$ cat config.mk
export PLATFORM = sky130hd
export DESIGN_NAME = tmr_timer_system
export DESIGN_NICKNAME = d
export VERILOG_FILES = /design/src/design/tmr_pin_sync.v /design/src/design/tmr_timer_system.v
export VERILOG_INCLUDE_DIRS = /design/src /design/src/include
export SDC_FILE = /design/constraint.sdc
export NUM_CORES = 1
export LEC_CHECK = 0
export BUFFER_PORTS_ARGS = -buffer_cell sky130_fd_sc_hd__buf_2
export CAP_MARGIN = 40
export CORE_MARGIN = 5
export CORE_UTILIZATION = 40
export CTS_BUF_LIST = sky130_fd_sc_hd__clkbuf_4
export DETAILED_ROUTE_END_ITERATION = 10
export GPL_TIMING_DRIVEN = 0
export RECOVER_POWER = 100
export SLEW_MARGIN = 20
export SYNTH_ARGS = -nofsm -noshare
export SYNTH_HDL_FRONTEND = slang
export SYNTH_SLANG_ARGS = --single-unit
$ cat constraint.sdc
create_clock -name core_clk -period 2.1 [get_ports core_clk]
set_input_delay 0.315 -clock core_clk [delete_from_list [all_inputs] [get_ports core_clk]]
set_output_delay 0.315 -clock core_clk [all_outputs]
set_load 0.005 [all_outputs]
$ cat src/include/tmr_defines.vh
// Register offsets, field positions and reset values of the timer system
`ifndef TMR_DEFINES_VH
`define TMR_DEFINES_VH
`define TMR_ADDR_W        5
`define TMR_OFF_MODE01    5'h00
`define TMR_OFF_CTRL      5'h01
`define TMR_OFF_T0LO      5'h02
`define TMR_OFF_T0HI      5'h03
`define TMR_OFF_T1LO      5'h04
`define TMR_OFF_T1HI      5'h05
`define TMR_OFF_T2LO      5'h06
`define TMR_OFF_T2HI      5'h07
`define TMR_OFF_RLDLO     5'h08
`define TMR_OFF_RLDHI     5'h09
`define TMR_OFF_CC0LO     5'h0A
`define TMR_OFF_CC3HI     5'h11
`define TMR_OFF_CCMODE    5'h12
`define TMR_OFF_STATUS    5'h13
`define TMR_OFF_MASK      5'h14
`define TMR_OFF_CMPOUT    5'h15
// MODE01 fields
`define TMR_M0_LSB        0
`define TMR_M0_CNT        2
`define TMR_M0_GATE       3
`define TMR_M1_LSB        4
`define TMR_M1_CNT        6
`define TMR_M1_GATE       7
// CTRL fields
`define TMR_C_RUN0        0
`define TMR_C_RUN1        1
`define TMR_C_RUN0HI      2
`define TMR_C_T2SEL_LSB   3
`define TMR_C_PRESC       5
`define TMR_C_RLDMODE     6
`define TMR_C_RLDEN       7
// Timer 0/1 modes
`define TMR_MODE_13       2'd0
`define TMR_MODE_16       2'd1
`define TMR_MODE_AUTO8    2'd2
`define TMR_MODE_SPLIT    2'd3
// Third timer input selection
`define TMR_T2_STOP       2'd0
`define TMR_T2_TIMER      2'd1
`define TMR_T2_EVENT      2'd2
`define TMR_T2_GATED      2'd3
// Compare/capture channel modes
`define TMR_CC_OFF        2'd0
`define TMR_CC_CMP        2'd1
`define TMR_CC_CAPEXT     2'd2
`define TMR_CC_CAPSW      2'd3
// Status bits
`define TMR_S_OVF0        0
`define TMR_S_OVF1        1
`define TMR_S_OVF2        2
`define TMR_S_RLDPIN      3
`define TMR_S_CC_LSB      4
// Pin indexes
`define TMR_PIN_CNT0      0
`define TMR_PIN_CNT1      1
`define TMR_PIN_GATE0     2
`define TMR_PIN_GATE1     3
`define TMR_PIN_CNT2      4
`define TMR_PIN_GATE2     5
`define TMR_PIN_RLD2      6
`define TMR_PIN_CAP_LSB   7
`define TMR_NPINS         11
// Reset values
`define TMR_RST_BYTE      8'h00
`define TMR_RST_WORD      16'h0000
`endif

$ cat src/design/tmr_pin_sync.v
// Three-stage pin synchroniser with filtered level and falling-edge pulse
`timescale 1ns/1ps
module tmr_pin_sync (
    // Clock and reset
    input  wire core_clk,
    input  wire rst,
    // Pin side
    input  wire pinIn,
    // Core side
    output reg  level,
    output reg  fall
);
    reg stage1;
    reg stage2;
    reg stage3;

    always @(posedge core_clk) begin
        if (rst) begin
            stage1 <= 1'b1;
            stage2 <= 1'b1;
            stage3 <= 1'b1;
            level  <= 1'b1;
            fall   <= 1'b0;
        end else begin
            stage1 <= pinIn;
            stage2 <= stage1;
            stage3 <= stage2;
            // Accept a change once stages two and three agree
            if (stage2 == stage3) begin
                level <= stage3;
                fall  <= level & ~stage3;
            end else begin
                fall  <= 1'b0;
            end
        end
    end
endmodule // tmr_pin_sync

$ cat src/design/tmr_timer_system.v
// Timer system: two general timers, third timer with compare/capture unit
`timescale 1ns/1ps
`include "tmr_defines.vh"

module tmr_timer_system (
    // Clock and reset
    input  wire                   core_clk,
    input  wire                   rst,
    // Register port
    input  wire [`TMR_ADDR_W-1:0] regAddr,
    input  wire [7:0]             regWdata,
    input  wire                   regWr,
    input  wire                   regRd,
    output reg  [7:0]             regRdata,
    // External pins
    input  wire                   firstTimerCountInput,
    input  wire                   secondTimerCountInput,
    input  wire                   firstTimerGate,
    input  wire                   secondTimerGate,
    input  wire                   thirdTimerCountInput,
    input  wire                   thirdTimerGate,
    input  wire                   thirdTimerReloadTriggerInput,
    input  wire [3:0]             captureIn,
    // Outputs
    output reg  [3:0]             compareOut,
    output wire                   irq
);
    reg  [7:0]  modeReg;
    reg  [7:0]  ctrlReg;
    reg  [7:0]  cnt0Lo;
    reg  [7:0]  cnt0Hi;
    reg  [7:0]  cnt1Lo;
    reg  [7:0]  cnt1Hi;
    reg  [15:0] t2;
    reg  [15:0] reloadVal;
    reg  [15:0] cc [0:3];
    reg  [7:0]  ccMode;
    reg  [7:0]  status;
    reg  [7:0]  mask;
    reg         prescTgl;
    reg         t2EventPend;
    wire [`TMR_NPINS-1:0] pinRaw;
    wire [`TMR_NPINS-1:0] pinLevel;
    wire [`TMR_NPINS-1:0] pinFall;

    assign pinRaw = {captureIn, thirdTimerReloadTriggerInput,
                     thirdTimerGate, thirdTimerCountInput,
                     secondTimerGate, firstTimerGate,
                     secondTimerCountInput, firstTimerCountInput};

    // Synchronisers for every external pin
    genvar gi;
    generate
        for (gi = 0; gi < `TMR_NPINS; gi = gi + 1) begin : gSync
            tmr_pin_sync uSync (
                .core_clk (core_clk),
                .rst      (rst),
                .pinIn    (pinRaw[gi]),
                .level    (pinLevel[gi]),
                .fall     (pinFall[gi])
            );
        end
    endgenerate

    // One step of timer 0 or 1: {overflow, high, low}
    function [16:0] stepTimer;
        input [1:0] mode;
        input [7:0] hi;
        input [7:0] lo;
        reg   [13:0] v13;
        reg   [16:0] v16;
        begin
            v13 = {1'b0, hi, lo[4:0]} + 14'h0001;
            v16 = {1'b0, hi, lo} + 17'h0_0001;
            case (mode)
                `TMR_MODE_13:
                    stepTimer = {v13[13], v13[12:5], lo[7:5], v13[4:0]};
                `TMR_MODE_16:
                    stepTimer = v16;
                `TMR_MODE_AUTO8:
                    stepTimer = (&lo) ? {1'b1, hi, hi}
                                      : {1'b0, hi, lo + 8'h01};
                default:
                    stepTimer = {(&lo), hi, lo + 8'h01};
            endcase
        end
    endfunction

    // Timer 0 and 1 count enables
    wire [1:0] mode0 = modeReg[`TMR_M0_LSB+1:`TMR_M0_LSB];
    wire [1:0] mode1 = modeReg[`TMR_M1_LSB+1:`TMR_M1_LSB];
    wire tick0 = modeReg[`TMR_M0_CNT] ? pinFall[`TMR_PIN_CNT0] : 1'b1;
    wire tick1 = modeReg[`TMR_M1_CNT] ? pinFall[`TMR_PIN_CNT1] : 1'b1;
    wire gateOk0 = ~modeReg[`TMR_M0_GATE] | pinLevel[`TMR_PIN_GATE0];
    wire gateOk1 = ~modeReg[`TMR_M1_GATE] | pinLevel[`TMR_PIN_GATE1];
    wire run0 = ctrlReg[`TMR_C_RUN0] & gateOk0 & tick0;
    // Timer 1 stands still in mode 3
    wire run1 = ctrlReg[`TMR_C_RUN1] & gateOk1 & tick1 &
                (mode1 != `TMR_MODE_SPLIT);

    // Split mode: timer 0 high byte runs on its own enable
    wire split0 = (mode0 == `TMR_MODE_SPLIT);
    wire runHi0 = split0 & ctrlReg[`TMR_C_RUN0HI];
    wire [16:0] step0 = stepTimer(mode0, cnt0Hi, cnt0Lo);
    wire [16:0] step1 = stepTimer(mode1, cnt1Hi, cnt1Lo);
    wire [8:0]  hi0Inc = {1'b0, cnt0Hi} + 9'h001;

    // Third timer control
    wire [1:0] t2Sel = ctrlReg[`TMR_C_T2SEL_LSB+1:`TMR_C_T2SEL_LSB];
    wire prescOk = ~ctrlReg[`TMR_C_PRESC] | prescTgl;
    reg  t2Tick;
    always @* begin
        case (t2Sel)
            `TMR_T2_TIMER: t2Tick = prescOk;
            `TMR_T2_EVENT: t2Tick = t2EventPend;
            `TMR_T2_GATED: t2Tick = prescOk & pinLevel[`TMR_PIN_GATE2];
            default:       t2Tick = 1'b0;
        endcase
    end
    wire [16:0] t2Inc = {1'b0, t2} + 17'h0_0001;
    wire t2Ovf = t2Tick & t2Inc[16];
    wire pinReload = ctrlReg[`TMR_C_RLDEN] & ctrlReg[`TMR_C_RLDMODE] &
                     pinFall[`TMR_PIN_RLD2];
    wire ovfReload = ctrlReg[`TMR_C_RLDEN] & ~ctrlReg[`TMR_C_RLDMODE] &
                     t2Ovf;
    reg  [15:0] next_t2;
    always @* begin
        // Reload beats a count
        if (pinReload | ovfReload) begin
            next_t2 = reloadVal;
        end else if (t2Tick) begin
            next_t2 = t2Inc[15:0];
        end else begin
            next_t2 = t2;
        end
    end

    // Compare and capture events per channel
    wire [3:0] ccMatch;
    wire [3:0] ccCapExt;
    wire [3:0] ccCapSw;
    wire [3:0] ccEvent;
    generate
        for (gi = 0; gi < 4; gi = gi + 1) begin : gCc
            wire [1:0] cm = ccMode[2*gi+1:2*gi];
            // Byte address of this channel's low half
            localparam [31:0] LO_FULL = `TMR_OFF_CC0LO + 2 * gi;
            wire [4:0] loAddr = LO_FULL[4:0];
            assign ccMatch[gi] = (cm == `TMR_CC_CMP) &
                                 (t2 == cc[gi]);
            assign ccCapExt[gi] = (cm == `TMR_CC_CAPEXT) &
                                  pinFall[`TMR_PIN_CAP_LSB+gi];
            assign ccCapSw[gi] = (cm == `TMR_CC_CAPSW) & regWr &
                                 (regAddr == loAddr);
            assign ccEvent[gi] = ccMatch[gi] | ccCapExt[gi] | ccCapSw[gi];
            // Compare register: capture, else software write
            always @(posedge core_clk) begin
                if (rst) begin
                    cc[gi] <= `TMR_RST_WORD;
                end else if (ccCapExt[gi] | ccCapSw[gi]) begin
                    cc[gi] <= t2;
                end else if (regWr & (regAddr == loAddr)) begin
                    cc[gi][7:0] <= regWdata;
                end else if (regWr & (regAddr == loAddr + 5'd1)) begin
                    cc[gi][15:8] <= regWdata;
                end
            end
            // Output set on match, cleared when timer 2 wraps or reloads
            always @(posedge core_clk) begin
                if (rst) begin
                    compareOut[gi] <= 1'b0;
                end else if (ccMatch[gi]) begin
                    compareOut[gi] <= 1'b1;
                end else if (t2Ovf | pinReload) begin
                    compareOut[gi] <= 1'b0;
                end
            end
        end
    endgenerate

    // Status events; set wins over write-one-to-clear
    // Bit 1 shared by timer 1 and split high byte
    wire [7:0] events = {ccEvent, pinReload, t2Ovf,
                         (run1 & step1[16]) | (runHi0 & hi0Inc[8]),
                         run0 & step0[16]};
    wire [7:0] clrMask = (regWr & (regAddr == `TMR_OFF_STATUS)) ?
                         regWdata : 8'h00;
    assign irq = |(status & mask);

    // Control, counters and status
    always @(posedge core_clk) begin
        if (rst) begin
            modeReg     <= `TMR_RST_BYTE;
            ctrlReg     <= `TMR_RST_BYTE;
            cnt0Lo      <= `TMR_RST_BYTE;
            cnt0Hi      <= `TMR_RST_BYTE;
            cnt1Lo      <= `TMR_RST_BYTE;
            cnt1Hi      <= `TMR_RST_BYTE;
            t2          <= `TMR_RST_WORD;
            reloadVal   <= `TMR_RST_WORD;
            ccMode      <= `TMR_RST_BYTE;
            status      <= `TMR_RST_BYTE;
            mask        <= `TMR_RST_BYTE;
            prescTgl    <= 1'b0;
            t2EventPend <= 1'b0;
        end else begin
            prescTgl    <= ~prescTgl;
            // Edge registered, applied one cycle later
            t2EventPend <= pinFall[`TMR_PIN_CNT2];
            status      <= (status & ~clrMask) | events;
            if (run0) begin
                cnt0Lo <= step0[7:0];
                if (!split0) begin
                    cnt0Hi <= step0[15:8];
                end
            end
            if (runHi0) begin
                cnt0Hi <= hi0Inc[7:0];
            end
            if (run1) begin
                cnt1Lo <= step1[7:0];
                cnt1Hi <= step1[15:8];
            end

            t2 <= next_t2;
            // Software write wins over a count in the same cycle
            if (regWr) begin
                case (regAddr)
                    `TMR_OFF_MODE01: modeReg        <= regWdata;
                    `TMR_OFF_CTRL:   ctrlReg        <= regWdata;
                    `TMR_OFF_T0LO:   cnt0Lo         <= regWdata;
                    `TMR_OFF_T0HI:   cnt0Hi         <= regWdata;
                    `TMR_OFF_T1LO:   cnt1Lo         <= regWdata;
                    `TMR_OFF_T1HI:   cnt1Hi         <= regWdata;
                    `TMR_OFF_T2LO:   t2[7:0]        <= regWdata;
                    `TMR_OFF_T2HI:   t2[15:8]       <= regWdata;
                    `TMR_OFF_RLDLO:  reloadVal[7:0] <= regWdata;
                    `TMR_OFF_RLDHI:  reloadVal[15:8] <= regWdata;
                    `TMR_OFF_CCMODE: ccMode         <= regWdata;
                    `TMR_OFF_MASK:   mask           <= regWdata;
                    default: ;
                endcase
            end
        end
    end

    // Read data, one cycle after the strobe
    reg [7:0] next_rdata;
    always @* begin
        case (regAddr)
            `TMR_OFF_MODE01: next_rdata = modeReg;
            `TMR_OFF_CTRL:   next_rdata = ctrlReg;
            `TMR_OFF_T0LO:   next_rdata = cnt0Lo;
            `TMR_OFF_T0HI:   next_rdata = cnt0Hi;
            `TMR_OFF_T1LO:   next_rdata = cnt1Lo;
            `TMR_OFF_T1HI:   next_rdata = cnt1Hi;
            `TMR_OFF_T2LO:   next_rdata = t2[7:0];
            `TMR_OFF_T2HI:   next_rdata = t2[15:8];
            `TMR_OFF_RLDLO:  next_rdata = reloadVal[7:0];
            `TMR_OFF_RLDHI:  next_rdata = reloadVal[15:8];
            5'h0A:           next_rdata = cc[0][7:0];
            5'h0B:           next_rdata = cc[0][15:8];
            5'h0C:           next_rdata = cc[1][7:0];
            5'h0D:           next_rdata = cc[1][15:8];
            5'h0E:           next_rdata = cc[2][7:0];
            5'h0F:           next_rdata = cc[2][15:8];
            5'h10:           next_rdata = cc[3][7:0];
            `TMR_OFF_CC3HI:  next_rdata = cc[3][15:8];
            `TMR_OFF_CCMODE: next_rdata = ccMode;
            `TMR_OFF_STATUS: next_rdata = status;
            `TMR_OFF_MASK:   next_rdata = mask;
            `TMR_OFF_CMPOUT: next_rdata = {4'h0, compareOut};
            default:         next_rdata = 8'h00;
        endcase
    end

    always @(posedge core_clk) begin
        if (rst) begin
            regRdata <= 8'h00;
        end else if (regRd) begin
            regRdata <= next_rdata;
        end else begin
            // Data stands one cycle only
            regRdata <= 8'h00;
        end
    end
endmodule // tmr_timer_system

==> summary.md, run 1 <==
| Metric | Value |
|---|---|
| Worst IR Drop VDD | `0.000447 V` |
| Setup ws final | `-0.101 ns` |
| P_sw | `0.00279 W` |
| Num ports | `41` |
| Least-Margin Pin Slew | `0.947 ns` |
| Post-Syn Area | `0.0129 mm²` |
| Prevailing post-synth register cell | `dfxtp_1` |
| Flop pwr share | `47.9%` |
| Layout Nets | `1,629` |
| DR pass1 iterations | `8` |
| Post-synthesis sequential area ratio | `41.4%` |
| Vias | `13,600` |
| Grt total ovfl | `0` |
| Placer Congestion | `1.04` |
| I/O Buffers | `36` |
| Final setup viols | `5` |
| Final Skew | `0.0869 ns` |
| Kind of critical path | `input pin to register` |
| Antenna-violating nets left | `0` |
| Die area | `0.0358 mm²` |
| DR vias/cell | `6.61` |
| WL per Instance | `30.0 µm` |
| Min-delay worst type | `input pin to register` |
| Initial Util | `40.7%` |
| Worst-path cell chain | `clkbuf_1, clkbuf_1, buf_6, clkbuf_1, o21ai_0` |
| Vias in the first global route | `12,500` |
| Pwr Total | `0.0101 W` |
| Max_cap viols | `0` |
| Fmax | `454 MHz` |
| Critical path arrival | `2.71 ns` |
| Pin count of the biggest net entering global routing | `20` |
| Failing checks | `setup timing` |
| CTS Buf Count | `67` |
| DRT iter0 DRCs | `2,111` |
| Area of the core | `0.0316 mm²` |
| Clock buffer depth | `3` |
| EDFF count, synth | `64` |
| RSZ-0062 raised after global routing | `no` |
| CP Max Fanout | `10` |
| Root buffer selected by CTS | `clkbuf_4` |
| First-pass GRT wire length | `86,900 µm` |
| Slew margin rel. | `36.9%` |
| Internal power consumption | `0.00736 W` |
| Most frequent cell on the critical path | `clkbuf_1` |
| Fill count | `3,098` |
| Netlist cell types | `80` |
| Placed cell areas | `0.0137 mm²` |
| P&R area growth vs syn | `17.5%` |
| Leakage | `5.32 nW` |
| Syn Area/Cell | `8.87 µm²` |
| CTS H-tree depth | `3` |
| Status | `finished, violations left` |
| Slowest-stage cell, CP | `clkbuf_1` |
| Pins Over Slew Limit | `0` |
| CTS tree | `yes` |
| Synth Instances | `1,450` |
| Syn_nets | `1,482` |
| Final instance area | `0.0151 mm²` |
| Final wirelength | `61,500 µm` |
| Asr flop ratio synth | `0%` |
| Final hold viol count | `0` |
| Tcrit/Tclk final | `105%` |
| CP endpoint kind | `register` |
| Layout cells sized above 1 | `20.3%` |
| Clock-pin slew on the worst setup and hold paths | `0.06 ns` |
| Gr usage total | `33.1%` |
| Die X | `189 µm` |
| Sw Ratio | `27.5%` |
| Yosys reg bits | `234` |
| HPWL after DPL | `45,600 µm` |
| Clk sinks | `234` |
| DR DRC count | `0` |
| Height of the die | `189 µm` |
| Required @ worst endpoint | `2.61 ns` |
| Row Count | `65` |
| CP startpoint kind | `input pin` |
| Comb pwr share | `7.4%` |
| Initial antenna violation count | `2` |
| Cell Pwr Density | `671 mW/mm²` |
| Worst-Skew Late Latency | `0.78 ns` |
| Yosys warns | `0` |
| Worst Setup Slack post-DPL | `-1.39 ns` |
| Min Tclk post-route | `2.20 ns` |
| Max stage delay on crit path | `0.72 ns` |
| Clock power frac | `44.7%` |
-- placed cells by master (no fill, tap or decap), types with 23 or more instances in the layout --
cell,count
dfxtp_1,154
nand2_1,128
clkbuf_4,103
nand3_1,85
nor2_1,77
a21oi_1,75
a22oi_1,71
edfxtp_1,64
clkbuf_1,62
and3_1,61
xor2_1,54
buf_2,47
o2bb2ai_1,44
o21ai_0,42
or2_2,36
clkbuf_2,31
nand4_1,28
xnor2_1,28
mux2i_1,23
-- Yosys cell counts (44+ instances only) --
master / number / area share [%]
clkbuf_1: 86 / 2.5
nand3_1: 88 / 3.4
xor2_1: 54 / 3.7
a22oi_1: 71 / 4.1
o21ai_0: 44 / 1.7
and3_1: 61 / 3.0
nand2_1: 128 / 3.7
a21oi_1: 76 / 3.0
nor2_1: 81 / 2.4
dfxtp_1: 170 / 26
edfxtp_1: 64 / 15
o2bb2ai_1: 44 / 3.0
-- layout make-up --
type / instances / area, µm² / area share (%)
diodes: 5 / 12.5 / 0.0828
inverters: 11 / 41.3 / 0.273
clock buffers: 99 / 743 / 4.92
plain buffers: 115 / 541 / 3.58
clock inverters: 17 / 128 / 0.845
well taps: 402 / 503 / 3.33
repair buffers: 91 / 688 / 4.55
flip-flops and latches: 234 / 5350 / 35.4
multi-input cells: 1077 / 7100 / 47.0
-- power groups by stage --
| stage | sequential (W) | clock (W) | combinational [W] |
|---|---|---|---|
| floorplan | 0.00489 | 0 | 0.000374 |
| global placement | 0.00495 | 0 | 0.000671 |
| detailed placement | 0.00495 | 0 | 0.000690 |
| CTS | 0.00486 | 0.00455 | 0.000713 |
| global route | 0.00486 | 0.00483 | 0.000769 |
| finish | 0.00486 | 0.00453 | 0.000751 |
-- worst paths after layout --
check,start,slack (ns),cells after the start,to
worst min register to register,gSync[0].uSync.stage1$_SDFF_PP1_,0.40,1,gSync[0].uSync.stage2$_SDFF_PP1_
worst min-delay path,regWdata[7],0.06,3,cnt1Hi[7]$_SDFF_PP0_
worst max register to register,t2[15]$_SDFF_PP0_,0.02,7,compareOut[2]$_SDFFE_PP0P_
worst max-delay path,rst,-0.10,5,compareOut[0]$_SDFFE_PP0P_
-- registers in the layout (all words and copies together), names as in the netlist, 11 cells and up --
register	flops
reloadVal	16
cc	64
t2	16
gSync.uSync.stage2	11
gSync.uSync.stage3	11
gSync.uSync.stage1	11
gSync.uSync.level	11
-- critical path, delay by kind of cell --
kind,cells,cell delay (ns)
compound gates,1,0.28
buf+inv,4,2.10
-- routing by layer --
layer | GRT usage, % | vias up | part of all wire (%)
li1 | - | 5798 | -
met1 | 46.0 | 6579 | 41
met2 | 49.4 | 974 | 42
met3 | 6.40 | 205 | 11
met4 | 16.1 | 0 | 6.0
met5 | 0 | - | 0
-- logic make-up (layout without fill, tap and decap cells) --
kind of cell | after synthesis | after routing | synth area share [%]
mux | 25 | 25 | 1.96
simple gates | 585 | 585 | 24.6
xor+xnor | 82 | 82 | 5.58
buf+inv | 139 | 333 | 4.52
fa+ha+maj | 5 | 5 | 0.467
other cells | 0 | 5 | 0
compound gates | 380 | 380 | 21.4
flops | 234 | 234 | 41.4
-- repair_timing --
item / 4_1_cts / 5_1_grt
resized for setup: 44 / 51
buffers inserted: 8 / 12
hold endpoints to repair: 16 / 0
endpoints found under the setup margin: 128 / 62
pin swaps: 6 / 7
hold buffers: 14 / 0
-- per-stage QoR --
step	hold WS [ns]	TNS, ns	utilization, %	std cells
3_5_place_dp	0.394	-159.12	43.4	1906
5_1_grt	0.0387	0	47.7	2049
6_report	0.0625	-0.252	47.8	2051
2_1_floorplan	0.389	0	-	1450
4_1_cts	0.0309	-0.0700	47.2	2037
3_3_place_gp	0.394	-163.40	42.8	1888
(Power assumes the default switching activity.)
==> inputs of run 2 (changes only) <==
--- a/config.mk
+++ b/config.mk
@@ -8,7 +8,6 @@
 export LEC_CHECK = 0
 export BUFFER_PORTS_ARGS = -buffer_cell sky130_fd_sc_hd__buf_2
 export CAP_MARGIN = 40
-export CORE_MARGIN = 5
 export CORE_UTILIZATION = 40
 export CTS_BUF_LIST = sky130_fd_sc_hd__clkbuf_4
 export DETAILED_ROUTE_END_ITERATION = 10
==> run 2 against run 1 <==
The flow still finishes with violations (setup timing). Worst hold slack worse by 0.022 ns. Global-route usage up 3.0 points. First-iteration DRC count up 1.7%. Highest routed layer unchanged.
==> summary.md, run 2 (synthesis results as in run 1) <==
| Metric | Value |
|---|---|
| Status | `finished, violations left` |
| Failing checks | `setup timing` |
| CTS tree | `yes` |
| Layout Cells excl Fill | `2,046` |
| P&R area growth vs syn | `16.5%` |
| Final wirelength | `59,600 µm` |
| Slowest-stage cell, CP | `clkbuf_1` |
| Critical path arrival | `2.77 ns` |
| Sw Ratio | `27.7%` |
| First-pass GRT wire length | `85,600 µm` |
| Setup TNS | `-0.149 ns` |
| Clock-pin slew on the worst setup and hold paths | `0.06 ns` |
| Slew margin rel. | `40.5%` |
| Initial antenna violation count | `3` |
| HPWL after DPL | `44,100 µm` |
| CP Max Fanout | `10` |
| Root buffer selected by CTS | `clkbuf_4` |
| Die area | `0.0329 mm²` |
| Final hold viol count | `0` |
| Vias | `13,400` |
| CP startpoint kind | `input pin` |
| CP endpoint kind | `register` |
| Initial Util | `40.7%` |
| Clock buffer depth | `3` |
| Vias in the first global route | `12,500` |
| Max FFs per register | `64` |
| Max stage delay on crit path | `0.64 ns` |
| Clk sinks | `234` |
| Worst Hold Depth | `4` |
| WL per Instance | `29.1 µm` |
| Commonest non-fill, non-tap cell in the layout | `dfxtp_1` |
| Area of the core | `0.0316 mm²` |
| Layout cells sized above 1 | `19.0%` |
| Pin count of the biggest net entering global routing | `18` |
| Internal power consumption | `0.00719 W` |
| Setup ws final | `-0.0790 ns` |
| Clock power frac | `43.5%` |
| DR pass1 iterations | `6` |
| Grt total ovfl | `0` |
| Gr usage total | `36.1%` |
| Row Count | `65` |
| Comb pwr share | `7.5%` |
| Final Skew | `0.0714 ns` |
| Antenna-violating nets left | `0` |
| DR vias/cell | `6.55` |
| Tcrit/Tclk final | `104%` |
| Num ports | `41` |
| R2R Setup Slk | `0.04 ns` |
| Placed cells | `1,902` |
| Reg with most FFs | `cc` |
| Fmax | `459 MHz` |
| Layout Nets | `1,627` |
| Worst-Skew Late Latency | `0.75 ns` |
| Depth of the worst register-to-register path | `6` |
| Flip-flop and latch area | `0.00535 mm²` |
| Min-delay worst type | `input pin to register` |
| Leakage | `5.23 nW` |
| CTS H-tree depth | `3` |
| Most frequent cell on the critical path | `buf_2` |
| CTS Buf Count | `68` |
| DR DRC count | `0` |
| Pins Over Slew Limit | `0` |
| Cell Pwr Density | `664 mW/mm²` |
| Top Registers | `cc (64), reloadVal (16), t2 (16)` |
| Least-Margin Pin Slew | `0.887 ns` |
| Kind of critical path | `input pin to register` |
| I/O Buffers | `36` |
| Final setup viols | `10` |
| Worst IR Drop VDD | `0.000536 V` |
| Die X | `181 µm` |
| Required @ worst endpoint | `2.69 ns` |
| Worst-path cell chain | `buf_2, buf_2, nor2_1, and2_0, clkbuf_1, a22oi_1, and3_1, a31oi_1` |
| Flop pwr share | `49.0%` |
| Pwr Total | `0.00994 W` |
| Most frequent cells in the layout | `156 x dfxtp_1, 126 x nand2_1, 102 x clkbuf_4` |
| Placed cell areas | `0.0137 mm²` |
| Max_cap viols | `0` |
| DRT iter0 DRCs | `2,147` |
| Hold slack | `0.0408 ns` |
| Multi-input logic area | `0.00707 mm²` |
| Min Tclk post-route | `2.18 ns` |
| Placer Congestion | `1.07` |
| Height of the die | `181 µm` |
| Fill count | `3,115` |
| Final instance area | `0.0150 mm²` |
| P_sw | `0.00276 W` |
run 2: cell count changes in the layout (fill, tap and decap cells not counted), sizes merged:
cell / delta
clkbuf: +2
buf: -6
dlygate4sd3: -1
bufinv: -1
clkinvlp: +1
inv: -2
clkinv: +3
diode: -1
run 2: layout make-up:
type                       instances  area share (%)
antenna                            4          0.0668
clock inverter                    18           0.668
multi-input combinational       1077            47.2
inverter                          11           0.276
clock buffer                      97            4.86
buffer                           120            3.75
sequential                       234            35.7
timing repair buffer              83            4.16
tap                              402            3.36
run 2: worst paths after layout:
path | start | endpoint
max | regAddr[4] | regRdata[0]$_SDFF_PP0_
max reg2reg | ctrlReg[7]$_SDFFE_PP0P_ | t2[1]$_SDFF_PP0_
min reg2reg | gSync[9].uSync.stage1$_SDFF_PP1_ | gSync[9].uSync.stage2$_SDFF_PP1_
min | regWdata[0] | status[0]$_SDFF_PP0_
run 2: critical path: cells and delay by family:
kind | cells | cell delay, ns
buffers and inverters | 3 | 0.98
AOI/OAI and AO/OA | 2 | 0.50
and+or+nand+nor | 3 | 0.96
run 2: power groups by stage:
stage	Combinational, W	Sequential (W)	Clock (W)
2_1_floorplan	0.000374	0.00489	0
3_3_place_gp	0.000665	0.00496	0
3_5_place_dp	0.000681	0.00496	0
4_1_cts	0.000702	0.00486	0.00436
5_1_grt	0.000772	0.00487	0.00459
6_report	0.000749	0.00487	0.00432
run 2: routing by layer:
metal / GRT usage, % / vias up / wire length (µm)
met5: 0 / - / 0
met1: 47.2 / 6333 / 23300
met4: 22.5 / 0 / 4070
met2: 51.9 / 994 / 24600
met3: 10.7 / 260 / 7650
li1: - / 5805 / -
run 2: timing repair:
action	4_1_cts	5_1_grt
setup endpoints to repair	119	100
buffers inserted	9	6
pin swaps	9	7
hold buffers	13	0
endpoints found under the hold margin	14	0
gates resized for setup	34	54
run 2: metrics by stage:
| stage | setup slack (ns) | util, % |
|---|---|---|
| after global placement | -1.51 | 42.8 |
| final | -0.0790 | 47.4 |
| after floorplan | 0.0458 | - |
| after detailed placement | -1.46 | 43.3 |
| after CTS | 0.00364 | 46.8 |
| after global routing | -0.0727 | 47.3 |
